==> src/rtl/hb_ctrl_pkg.sv <==
// Notes on behaviour
// RULE_01: Pulse high, no brake: direction picks current.
// RULE_02: Brake with pulse high shorts load.
// RULE_03: Braking requires brake and pulse both high.
// RULE_04: Brake with pulse low turns all off.
// RULE_05: No brake, pulse low: both sourcing on.
// RULE_06: Anti-phase: modulate direction, pulse held high.
// RULE_07: Anti-phase: half duty means zero drive.
// RULE_08: Sign/magnitude: sign on direction, magnitude pulse.
// RULE_09: Magnitude low means zero; width sets current.
// RULE_10: Space edges of any two inputs 1 us.
// RULE_11: Keep 500 ns between transitions.
// RULE_12: Each input pulse lasts at least 1 us.
// RULE_13: Warning flag low at warning temperature.
// RULE_14: Outputs off only at shutdown temperature.
// RULE_15: Flag is open-collector, wire-ORed, pulled up.
// RULE_16: Treat flag as interrupt; reduce or stop. Code only raises irq and never reduces or stops the drive itself.
// RULE_17: Device cuts stage on upper-switch overload.
// RULE_18: Device retries periodically after overload.
// RULE_19: Never both switches of one half-bridge.
package hb_ctrl_pkg;
	localparam int unsigned CLK_HZ = 20_000_000;
	localparam int unsigned EDGE_GAP_NS = 1000;
	localparam int unsigned MIN_PULSE_NS = 1000;
	localparam int unsigned GAP_NS = (EDGE_GAP_NS > MIN_PULSE_NS) ? EDGE_GAP_NS : MIN_PULSE_NS;
	localparam int unsigned GAP_CYC_I = (GAP_NS * (CLK_HZ / 1_000_000) + 999) / 1000;
	localparam logic [7:0] GAP_CYC = 8'(GAP_CYC_I);
	localparam logic [7:0] ADDR_CTRL = 8'h00;
	localparam logic [7:0] ADDR_PERIOD = 8'h04;
	localparam logic [7:0] ADDR_DUTY = 8'h08;
	localparam logic [7:0] ADDR_STATUS = 8'h0C;
	localparam logic [7:0] ADDR_IRQ_STAT = 8'h10;
	localparam logic [7:0] ADDR_IRQ_MASK = 8'h14;
	localparam int unsigned CTRL_EN = 0;
	localparam int unsigned CTRL_MODE = 1;
	localparam int unsigned CTRL_SIGN = 2;
	localparam int unsigned CTRL_BRAKE = 3;
	localparam int unsigned CTRL_COAST = 4;
	localparam int unsigned IRQ_WARN_SET = 0;
	localparam int unsigned IRQ_WARN_CLR = 1;
	localparam logic [15:0] PERIOD_RST = 16'h03E8;
	localparam logic [15:0] DUTY_RST = 16'h0000;
	localparam logic [1:0] RESP_OKAY = 2'b00;
	localparam logic [1:0] RESP_SLVERR = 2'b10;
	typedef enum logic [1:0] {
		MODE_SIGN_MAG = 2'b00,
		MODE_ANTI_PHASE = 2'b01
	} mode_t;
endpackage

==> src/rtl/hbridge_drive_ctrl.sv <==
`timescale 1ns/10ps
module hbridge_drive_ctrl (
	input wire logic aclk,
	input wire logic aresetn,
	input wire logic [7:0] s_axi_awaddr,
	input wire logic s_axi_awvalid,
	output logic s_axi_awready,
	input wire logic [31:0] s_axi_wdata,
	input wire logic [3:0] s_axi_wstrb,
	input wire logic s_axi_wvalid,
	output logic s_axi_wready,
	output logic [1:0] s_axi_bresp,
	output logic s_axi_bvalid,
	input wire logic s_axi_bready,
	input wire logic [7:0] s_axi_araddr,
	input wire logic s_axi_arvalid,
	output logic s_axi_arready,
	output logic [31:0] s_axi_rdata,
	output logic [1:0] s_axi_rresp,
	output logic s_axi_rvalid,
	input wire logic s_axi_rready,
	output logic rotation_sense_out,
	output logic short_load_out,
	output logic pulse_out,
	input wire logic overtemp_warn_n,
	output logic irq
);
	import hb_ctrl_pkg::*;

	logic [4:0] ctrl_q;
	logic [15:0] period_q;
	logic [15:0] duty_q;
	logic [1:0] irq_stat_q;
	logic [1:0] irq_mask_q;
	logic [15:0] cnt_q;
	logic [7:0] gap_q;
	logic dir_q;
	logic brk_q;
	logic pwm_q;
	logic warn_q;
	logic warn_prev_q;
	logic warn_lvl;
	logic aw_hold_q;
	logic w_hold_q;
	logic [7:0] awaddr_q;
	logic [31:0] wdata_q;
	logic [3:0] wstrb_q;
	logic do_write;
	logic wr_hit;
	logic rd_hit;
	logic [31:0] rd_val;
	logic phase_hi;
	logic want_dir;
	logic want_brk;
	logic want_pwm;
	logic warn_rise;
	logic warn_fall;
	mode_t mode;

	// Flag pin is asynchronous, filtered through three stages
	pin_sync3 u_warn_sync (
		.aclk(aclk),
		.aresetn(aresetn),
		.pin_in(overtemp_warn_n),
		.level_q(warn_lvl)
	);

	// Write address half, held until the write is done
	assign do_write = aw_hold_q && w_hold_q && !s_axi_bvalid;
	always_ff @(posedge aclk) begin
		if (!aresetn) begin
			aw_hold_q <= 1'b0;
			awaddr_q <= 8'h00;
			s_axi_awready <= 1'b0;
		end else begin
			s_axi_awready <= !aw_hold_q && !s_axi_awready && s_axi_awvalid;
			if (s_axi_awvalid && s_axi_awready) begin
				aw_hold_q <= 1'b1;
				awaddr_q <= s_axi_awaddr;
			end else if (do_write) begin
				aw_hold_q <= 1'b0;
			end
		end
	end

	// Write data half, taken before or after the address
	always_ff @(posedge aclk) begin
		if (!aresetn) begin
			w_hold_q <= 1'b0;
			wdata_q <= 32'h0000_0000;
			wstrb_q <= 4'h0;
			s_axi_wready <= 1'b0;
		end else begin
			s_axi_wready <= !w_hold_q && !s_axi_wready && s_axi_wvalid;
			if (s_axi_wvalid && s_axi_wready) begin
				w_hold_q <= 1'b1;
				wdata_q <= s_axi_wdata;
				wstrb_q <= s_axi_wstrb;
			end else if (do_write) begin
				w_hold_q <= 1'b0;
			end
		end
	end

	// Status writes are accepted and ignored
	assign wr_hit = (awaddr_q == ADDR_CTRL) || (awaddr_q == ADDR_PERIOD) || (awaddr_q == ADDR_DUTY)
		|| (awaddr_q == ADDR_STATUS) || (awaddr_q == ADDR_IRQ_STAT) || (awaddr_q == ADDR_IRQ_MASK);

	// Write answer once both halves are held
	always_ff @(posedge aclk) begin
		if (!aresetn) begin
			s_axi_bvalid <= 1'b0;
			s_axi_bresp <= RESP_OKAY;
		end else if (do_write) begin
			s_axi_bvalid <= 1'b1;
			s_axi_bresp <= wr_hit ? RESP_OKAY : RESP_SLVERR;
		end else if (s_axi_bready) begin
			s_axi_bvalid <= 1'b0;
		end
	end

	// Control and timing registers
	always_ff @(posedge aclk) begin
		if (!aresetn) begin
			ctrl_q <= 5'h00;
			period_q <= PERIOD_RST;
			duty_q <= DUTY_RST;
			irq_mask_q <= 2'h0;
		end else if (do_write) begin
			if (awaddr_q == ADDR_CTRL && wstrb_q[0]) begin
				ctrl_q <= wdata_q[4:0];
			end
			if (awaddr_q == ADDR_PERIOD) begin
				if (wstrb_q[0]) period_q[7:0] <= wdata_q[7:0];
				if (wstrb_q[1]) period_q[15:8] <= wdata_q[15:8];
			end
			if (awaddr_q == ADDR_DUTY) begin
				if (wstrb_q[0]) duty_q[7:0] <= wdata_q[7:0];
				if (wstrb_q[1]) duty_q[15:8] <= wdata_q[15:8];
			end
			if (awaddr_q == ADDR_IRQ_MASK && wstrb_q[0]) begin
				irq_mask_q <= wdata_q[1:0];
			end
		end
	end

	// Flag edges: warning entered and warning left
	// Filtered level idles high, so reset shows no edge
	assign warn_rise = warn_prev_q && !warn_lvl;
	assign warn_fall = !warn_prev_q && warn_lvl;
	always_ff @(posedge aclk) begin
		if (!aresetn) begin
			warn_prev_q <= 1'b1;
			warn_q <= 1'b0;
		end else begin
			warn_prev_q <= warn_lvl;
			warn_q <= !warn_lvl; // see RULE_15
		end
	end

	// Sticky events, set wins over a write-one clear
	always_ff @(posedge aclk) begin
		if (!aresetn) begin
			irq_stat_q <= 2'h0;
		end else begin
			// Clear first, so a new event wins
			for (int i = 0; i < 2; i++) begin
				if (do_write && awaddr_q == ADDR_IRQ_STAT && wstrb_q[0] && wdata_q[i]) begin
					irq_stat_q[i] <= 1'b0;
				end
			end
			if (warn_rise) irq_stat_q[IRQ_WARN_SET] <= 1'b1; // see RULE_16
			if (warn_fall) irq_stat_q[IRQ_WARN_CLR] <= 1'b1;
		end
	end

	// Level interrupt from unmasked events
	always_ff @(posedge aclk) begin
		if (!aresetn) begin
			irq <= 1'b0;
		end else begin
			irq <= |(irq_stat_q & irq_mask_q); // see RULE_16
		end
	end

	// Read channel
	assign rd_hit = (s_axi_araddr == ADDR_CTRL) || (s_axi_araddr == ADDR_PERIOD) || (s_axi_araddr == ADDR_DUTY)
		|| (s_axi_araddr == ADDR_STATUS) || (s_axi_araddr == ADDR_IRQ_STAT) || (s_axi_araddr == ADDR_IRQ_MASK);
	// Unmapped reads return zero
	always_comb begin
		rd_val = 32'h0000_0000;
		unique case (s_axi_araddr)
			ADDR_CTRL: rd_val = {27'h000_0000, ctrl_q};
			ADDR_PERIOD: rd_val = {16'h0000, period_q};
			ADDR_DUTY: rd_val = {16'h0000, duty_q};
			ADDR_STATUS: rd_val = {28'h000_0000, warn_q, pwm_q, brk_q, dir_q};
			ADDR_IRQ_STAT: rd_val = {30'h0000_0000, irq_stat_q};
			ADDR_IRQ_MASK: rd_val = {30'h0000_0000, irq_mask_q};
			default: rd_val = 32'h0000_0000;
		endcase
	end

	// Address taken first, data answered the cycle after
	always_ff @(posedge aclk) begin
		if (!aresetn) begin
			s_axi_arready <= 1'b0;
			s_axi_rvalid <= 1'b0;
			s_axi_rdata <= 32'h0000_0000;
			s_axi_rresp <= RESP_OKAY;
		end else begin
			s_axi_arready <= 1'b0;
			if (s_axi_rvalid) begin
				if (s_axi_rready) s_axi_rvalid <= 1'b0;
			end else if (s_axi_arready) begin
				s_axi_rvalid <= 1'b1;
			end else if (s_axi_arvalid) begin
				s_axi_arready <= 1'b1;
				s_axi_rdata <= rd_val;
				s_axi_rresp <= rd_hit ? RESP_OKAY : RESP_SLVERR;
			end
		end
	end

	// PWM period counter
	always_ff @(posedge aclk) begin
		if (!aresetn) begin
			cnt_q <= 16'h0000;
		end else if (cnt_q >= period_q) begin
			cnt_q <= 16'h0000;
		end else begin
			cnt_q <= cnt_q + 16'h0001;
		end
	end
	// High part of each period
	assign phase_hi = cnt_q < duty_q;

	// Wanted pin levels from mode and orders
	assign mode = ctrl_q[CTRL_MODE] ? MODE_ANTI_PHASE : MODE_SIGN_MAG;
	always_comb begin
		want_dir = 1'b0;
		want_brk = 1'b1;
		want_pwm = 1'b0;
		if (!ctrl_q[CTRL_EN]) begin
			want_brk = 1'b1; // see RULE_04
			want_pwm = 1'b0;
		end else if (ctrl_q[CTRL_COAST]) begin
			want_brk = 1'b1; // see RULE_04
			want_pwm = 1'b0;
			want_dir = dir_q;
		end else if (ctrl_q[CTRL_BRAKE]) begin
			want_brk = 1'b1; // see RULE_03
			want_pwm = 1'b1; // see RULE_02
			want_dir = ctrl_q[CTRL_SIGN];
		end else begin
			want_brk = 1'b0;
			unique case (mode)
				MODE_ANTI_PHASE: begin
					want_pwm = 1'b1; // see RULE_06
					want_dir = phase_hi; // see RULE_07
				end
				MODE_SIGN_MAG: begin
					want_dir = ctrl_q[CTRL_SIGN]; // see RULE_08
					want_pwm = phase_hi; // see RULE_09
				end
			endcase
		end
	end

	// One pin changes at a time, then a hold-off of GAP_CYC
	always_ff @(posedge aclk) begin
		if (!aresetn) begin
			dir_q <= 1'b0;
			brk_q <= 1'b1;
			pwm_q <= 1'b0;
			gap_q <= 8'h00;
		end else if (gap_q != 8'h00) begin
			gap_q <= gap_q - 8'h01; // see RULE_10
		end else if (want_brk != brk_q) begin
			brk_q <= want_brk;
			gap_q <= GAP_CYC; // see RULE_11
		end else if (want_pwm != pwm_q) begin
			pwm_q <= want_pwm;
			gap_q <= GAP_CYC; // see RULE_12
		end else if (want_dir != dir_q) begin
			dir_q <= want_dir;
			gap_q <= GAP_CYC; // see RULE_10
		end
	end

	// Pins straight from flops
	always_ff @(posedge aclk) begin
		if (!aresetn) begin
			rotation_sense_out <= 1'b0;
			short_load_out <= 1'b1;
			pulse_out <= 1'b0;
		end else begin
			rotation_sense_out <= dir_q;
			short_load_out <= brk_q;
			pulse_out <= pwm_q;
		end
	end
endmodule

==> src/rtl/pin_sync3.sv <==
`timescale 1ns/10ps
module pin_sync3 (
	input wire logic aclk,
	input wire logic aresetn,
	input wire logic pin_in,
	output logic level_q
);
	logic s1_q;
	logic s2_q;
	logic s3_q;
	always_ff @(posedge aclk) begin
		if (!aresetn) begin
			s1_q <= 1'b1;
			s2_q <= 1'b1;
			s3_q <= 1'b1;
			level_q <= 1'b1;
		end else begin
			s1_q <= pin_in;
			s2_q <= s1_q;
			s3_q <= s2_q;
			if (s2_q == s3_q) begin
				level_q <= s3_q;
			end
		end
	end
endmodule

==> config.mk <==
export PLATFORM = sky130hd
export DESIGN_NAME = hbridge_drive_ctrl
export DESIGN_NICKNAME = d
export VERILOG_FILES = /design/src/rtl/hb_ctrl_pkg.sv /design/src/rtl/hbridge_drive_ctrl.sv /design/src/rtl/pin_sync3.sv
export SDC_FILE = /design/constraint.sdc
export NUM_CORES = 1
export LEC_CHECK = 0
export BUFFER_PORTS_ARGS = -buffer_cell sky130_fd_sc_hd__buf_4
export CORE_ASPECT_RATIO = 1.4
export CORE_MARGIN = 4
export CORE_UTILIZATION = 30
export DETAILED_ROUTE_END_ITERATION = 6
export GPL_TIMING_DRIVEN = 0
export SLEW_MARGIN = 20
export SYNTH_ARGS = -nofsm -noshare
export SYNTH_HDL_FRONTEND = slang
export SYNTH_SLANG_ARGS = --single-unit
==> constraint.sdc <==
create_clock -name aclk -period 2.8 [get_ports aclk]
set_clock_uncertainty 0.2 [all_clocks]
set_input_delay 0.56 -clock aclk [delete_from_list [all_inputs] [get_ports aclk]]
set_output_delay 0.56 -clock aclk [all_outputs]
set_load 0.02 [all_outputs]
Word level (Yosys, flattened, before mapping)
Index checks and enable logic that the tools add are counted.

word-level totals
  logic and storage cells = 150
  bits in registers = 147

operators by class
  reduce and logical (&&, ||, !) cells = 56
  add/sub/neg operators = 2
  bitwise gates (word level) = 7
  muxes and demuxes = 32
  equal/unequal tests = 15
  order comparisons = 2

operators by type and width
  operator                 count
  $pmux W16 S6             1
  $eq A8 B4 Y1 const B     4
  $eq A8 B5 Y1 const B     4
  $mux W8                  4
  $mux W1                  23
  $reduce_and A3 Y1        6
  $add A16 B1 Y16 const B  1
  $eq A8 B3 Y1 const B     2
  $ge A16 B16 Y1           1
  $logic_and A1 B1 Y1      16
  $logic_not A8 Y1         2
  $lt A16 B16 Y1           1
  $logic_or A1 B1 Y1       10
  $reduce_bool A2 Y1       5
  $reduce_bool A8 Y1       1
  $sub A8 B1 Y8 const B    1
  $logic_not A1 Y1         7
  $not A1 Y1               6
  $reduce_and A2 Y1        3
  $mux W2                  2
  $pmux W1 S2              2
  $reduce_and A4 Y1        1
  $reduce_bool A4 Y1       1
  $reduce_or A2 Y1         2
  6 further kinds          8

Depth between registers and ports, before layout
  depth in word-level cells = 11
  gate-level depth with buffers = 10
  gate-level depth less buffers = 9

By module
A second synthesis with hierarchy kept.

unflattened totals
  cells, all modules = 707
  area, all modules = 5,977.0 um2

modules (own cells, without submodules)
  module              sequential area each (um2)  cells each  area each (um2)  times used
  hbridge_drive_ctrl  2,502.4                     697         5,864.4          1
  pin_sync3           80.1                        10          112.6            1

Worst setup path after synthesis
Ideal clock, no wire load.

  path kind = register to register
  from = register gap_q[2]
  to = register dir_q
  period minus slack after synthesis = 2.756 ns
  setup time = 0.062 ns
  arrival = 2.494 ns
  slack = 0.044 ns
  cell stages (with the launch flop) = 8
  data required time = 2.538 ns
  path through = dfxtp_1 > or4_4 > or3_1 > buf_2 > or3_1 > mux2_2 > or4b_1 > nand3_1

between the ends
  longest elaborated chain between the ends = 3

RTL lines
  element                      line                       source
  start: declaration           hbridge_drive_ctrl.sv:36   logic [7:0] gap_q;
  start signal: assignment     hbridge_drive_ctrl.sv:277  gap_q <= gap_q - 8'h01;
  $reduce_bool A8 Y1           hbridge_drive_ctrl.sv:276  end else if (gap_q != 8'h00) begin
  $not A1 Y1 (no line)         n/a
  $reduce_and A4 Y1 (no line)  n/a
  end signal: assignment       hbridge_drive_ctrl.sv:285  dir_q <= want_dir;
  end: declaration             hbridge_drive_ctrl.sv:37   logic dir_q;

No other way between the ends.
A chain may end at the register's enable or synchronous reset.

Worst setup path after layout
  from = register duty_q[13]
  to = register dir_q

between the ends
  longest elaborated chain between the ends = 8
  elaborated cells between the ends (all ways) = 13
  those cells by class = order compare: 1; eq/ne: 2; mux: 8; bitwise: 1; reduce/logical: 1

RTL lines
  element                      line                       source
  start: declaration           hbridge_drive_ctrl.sv:32   logic [15:0] duty_q;
  start signal: assignment     hbridge_drive_ctrl.sv:139  if (wstrb_q[1]) duty_q[15:8] <= wdata_q[15:8];
  $lt A16 B16 Y1 (*)           hbridge_drive_ctrl.sv:235  assign phase_hi = cnt_q < duty_q;
  $pmux W1 S2                  hbridge_drive_ctrl.sv:256  unique case (mode)
  $mux W1                      hbridge_drive_ctrl.sv:250  end else if (ctrl_q[CTRL_BRAKE]) begin
  $mux W1                      hbridge_drive_ctrl.sv:246  end else if (ctrl_q[CTRL_COAST]) begin
  $mux W1                      hbridge_drive_ctrl.sv:243  if (!ctrl_q[CTRL_EN]) begin
  $ne A1 B1 Y1                 hbridge_drive_ctrl.sv:281  end else if (want_pwm != pwm_q) begin
  $not A1 Y1 (no line)         n/a
  $reduce_and A4 Y1 (no line)  n/a

Mark *: on every way between the ends. The rest lies on a longest branch, timed or not.

==> metrics.txt <==
run status finished with violations; violations in the final reports negative setup slack; worst reg2reg startpoint duty_q[13]$_SDFFE_PN0P_; part of the total power dissipated in the clock network a little over two fifths; Main synth FF type sky130_fd_sc_hd__dfxtp_1; via count roughly 5300; worst min-delay path endpoint u_warn_sync.s1_q$_SDFF_PN1_; setup-violating endpoint count in the final report 2; Worst Reg2Reg Path Length in Cells 8; clock tree from TritonCTS yes; design internal power 3.871 mW; Pins Over Slew Limit 0; Synthesis Warnings 0; setup repair after global routing missed its margin true; antenna violations before repair 0; R2R Path End dir_q$_SDFFE_PN0P_; library cell with the largest summed area after synthesis sky130_fd_sc_hd__dfxtp_1; Sequential Power Share between 30% and 40%; deepest level of the CTS H-tree 4; arrival time at the worst endpoint about 3000 ps; first-pass GRT wire length approximately 27 mm; achievable frequency 354.4 MHz; remaining global-route overflow 0; post-route ant nets 0; Starting DRT DRC Count approximately 260; layout filler cell count slightly below 2000; Horiz. Die Dim approximately 130 um; type of the worst min-delay path in2reg; die area between 20000 and 25000 sq um; Post-CTS Hold Fix Bufs 0; Hold Path Origin overtemp_warn_n; portion of the post-synthesis area used by sequential elements between 40% and 50%; CP max stage cell sky130_fd_sc_hd__o21ai_0; combinational group share of total power 18.1%; wire length reported by the detailed router between 15 and 20 mm; number of standard cells after synthesis a little over 700; Worst R2R Setup Slack -20 ps; post-synthesis cell area around 6000 sq um; hold depth 2; Crit path largest cell delay 750 ps; transition at the pin with the smallest max-transition slack 942.3 ps; root buffer cell sky130_fd_sc_hd__clkbuf_16; average footprint of a synthesized cell approximately 8.3 sq um; Post-synth EDFFs 0; Total Power between 5 and 6 mW; number of diodes added for antenna fixing 0; Ports about 110; Worst EP required ~3000 ps; Area growth, synth to finish 30.19%; count of state elements after synthesis 129; half-perimeter wire length of the detailed placement result around 12 mm; Switching Share between 20 and 30%; Async SR Flop Fraction 0%; Vert. Die Dim 175.2 um; headroom to the max-slew limit between 30% and 40%; proportion of layout cells with a drive suffix above 1 a little over a fifth; global-route usage over all layers between 10% and 20%; cell leakage power 3.224 nW; Critical Path End Type flip-flop; area used by sequential logic in the layout 2609 sq um; Clock Pin Slew Worst Setup and Hold Paths about 60 ps; Clock Sink Count 129; critical path class reg2reg; critical path launch point type flip-flop; Max FO, Critical Path 3; most frequent cells in the layout sky130_fd_sc_hd__nand2_1 (121), sky130_fd_sc_hd__dfxtp_1 (112), sky130_fd_sc_hd__a21oi_1 (95), sky130_fd_sc_hd__buf_4 (93), sky130_fd_sc_hd__nor2_1 (62); Pwr Density slightly below 700 nW/um^2; final period utilization 100.8%; Final Hold Vio Count 0; synth unique cells 55; net switching power figure approximately 1.5 mW; DRC errors left 0; aggregate negative setup slack -23.07 ps; input/output buffers between 60 and 70; Placer Congestion 0.8245; final setup slack of the worst path -21.31 ps; # Max-Cap Violations 0; placeable core region around 19000 sq um; number of detailed-route iterations in the first pass 6; area of the multi-input gates around 3300 sq um; clock latency reported for the late side of the worst-skew pair 420 ps; vias per std cell between 4 and 5; minimum clock period 2821 ps; pin count of the biggest net entering global routing 17; Worst IR Drop VDD between 0.3 and 0.4 mV; maximum count of clock buffers along a single path 2; worst path cell trace inv_2 > ha_4 > a21oi_1 > o21ai_0 > o41ai_4 > mux2_4 > or4b_4 > nand3_2; top cells by area in the synthesized netlist sky130_fd_sc_hd__dfxtp_1 (43%), sky130_fd_sc_hd__a21oi_1 (7.9%), sky130_fd_sc_hd__nand2_1 (7.6%), sky130_fd_sc_hd__ha_1 (7.1%), sky130_fd_sc_hd__nor2_1 (3.9%); most common cell after layout, fill and taps aside sky130_fd_sc_hd__nand2_1; Cell Rows 60; number of nets in the final layout 925; proportion of netlist area held by the largest area contributor 43.09%; effective utilization at floorplan between 30% and 40%; number of global-route vias before repair around 5000; clock buffers created by TritonCTS 17; drt wl/cell between 15 and 20 um
[how the worst max path moves through the flow]
stage / startpoint / endpoint / slack, ps
detailed placement: duty_q[15]$_SDFFE_PN0P_ / gap_q[1]$_SDFFE_PN0P_ / -350
global route: cnt_q[1]$_SDFF_PP0_ / dir_q$_SDFFE_PN0P_ / -70
global placement: duty_q[15]$_SDFFE_PN0P_ / gap_q[1]$_SDFFE_PN0P_ / -360
CTS: cnt_q[15]$_SDFF_PP0_ / dir_q$_SDFFE_PN0P_ / -30
floorplan: gap_q[2]$_SDFFE_PN0P_ / dir_q$_SDFFE_PN0P_ / 40
finish: duty_q[13]$_SDFFE_PN0P_ / dir_q$_SDFFE_PN0P_ / -20
[worst max-delay path, delay by kind of cell, from the launching register on]
kind | cells | cell delay, ps
AOI/OAI and AO/OA | 3 | 1010
adders and majority gates | 1 | 250
muxes | 1 | 370
DFF | 1 | 340
and+or+nand+nor | 2 | 540
buffers and inverters | 1 | 50
[per-stage QoR]
step / area (sq um) / worst slack [ps] / hold WS (ps) / cells / util (%)
global placement: 6855 / -356.2 / 208.0 / 1051 / 35.26
detailed placement: 6855 / -354.5 / 215.2 / 1051 / 35.26
CTS: 7687 / -30.96 / 118.0 / 1090 / 39.54
global route: 7802 / -72.49 / 141.3 / 1092 / 40.13
floorplan: 6057 / 43.89 / 186.3 / 738 / -
finish: 7802 / -21.31 / 127.9 / 1092 / 40.13
[sequential cells by signal, indices dropped and copies added (netlist names), 2 cells and up]
register	count
ctrl_q	5
wstrb_q	2
gap_q	8
cnt_q	16
s_axi_rdata	16
duty_q	16
irq_stat_q	2
wdata_q	16
awaddr_q	8
period_q	16
irq_mask_q	2
[power by group through the flow]
stage | combinational [mW] | clock, mW | sequential, mW
global route | 1.08 | 2.42 | 2.09
finish | 0.969 | 2.30 | 2.08
floorplan | 0.565 | 0 | 2.07
global placement | 0.744 | 0 | 2.10
CTS | 0.885 | 2.34 | 2.06
detailed placement | 0.758 | 0 | 2.10
[layout make-up]
cell class                      instances  area share [%]
Inverter                               40           1.924
Buffer                                 48           3.335
Timing Repair Buffer                   74           7.120
Clock buffer                           19           5.805
Tap cell                              248           3.977
Sequential cell                       129           33.43
Multi-Input combinational cell        521           42.35
Clock inverter                         13           2.053
[synth_stat cells, types with 6 or more instances]
cell / count
sky130_fd_sc_hd__xnor2_1: 8
sky130_fd_sc_hd__or3_1: 6
sky130_fd_sc_hd__mux2i_1: 21
sky130_fd_sc_hd__ha_1: 34
sky130_fd_sc_hd__inv_1: 40
sky130_fd_sc_hd__and2_1: 6
sky130_fd_sc_hd__dfxtp_1: 129
sky130_fd_sc_hd__o21ai_0: 11
sky130_fd_sc_hd__nand3_1: 32
sky130_fd_sc_hd__a21oi_1: 95
sky130_fd_sc_hd__a22oi_1: 13
sky130_fd_sc_hd__nand2_1: 122
sky130_fd_sc_hd__nor3_1: 9
sky130_fd_sc_hd__xor2_1: 6
sky130_fd_sc_hd__clkbuf_1: 26
sky130_fd_sc_hd__nand4_1: 6
sky130_fd_sc_hd__buf_4: 19
sky130_fd_sc_hd__nand2b_1: 8
sky130_fd_sc_hd__nor2_1: 62
[cell families (layout without fill, tap and decap cells)]
family	Yosys count	after routing	synth area share, %
other	1	18	0.06257
adder cells (fa/ha/maj)	34	34	7.098
AO/OA/AOI/OAI	150	150	14.63
AND/OR/NAND/NOR	279	279	21.15
XOR/XNOR	14	14	2.046
multiplexers	26	26	5.198
buffers and inverters	88	194	6.722
flip-flops	129	129	43.09
[routing by layer]
metal	track usage [%]	vias up	wire length, um
met5	0	-	0
met4	7.066	0	555
met3	2.844	40	867
met2	24.85	156	8050
met1	18.40	2450	7119
li1	-	2666	-
[timing repair]
action | 4_1_cts | 5_1_grt
pin swaps | 7 | 6
setup buffers | 7 | 2
setup endpoints to repair | 5 | 24
resized for setup | 37 | 23
Note: power is estimated with default switching activity, not from simulation.
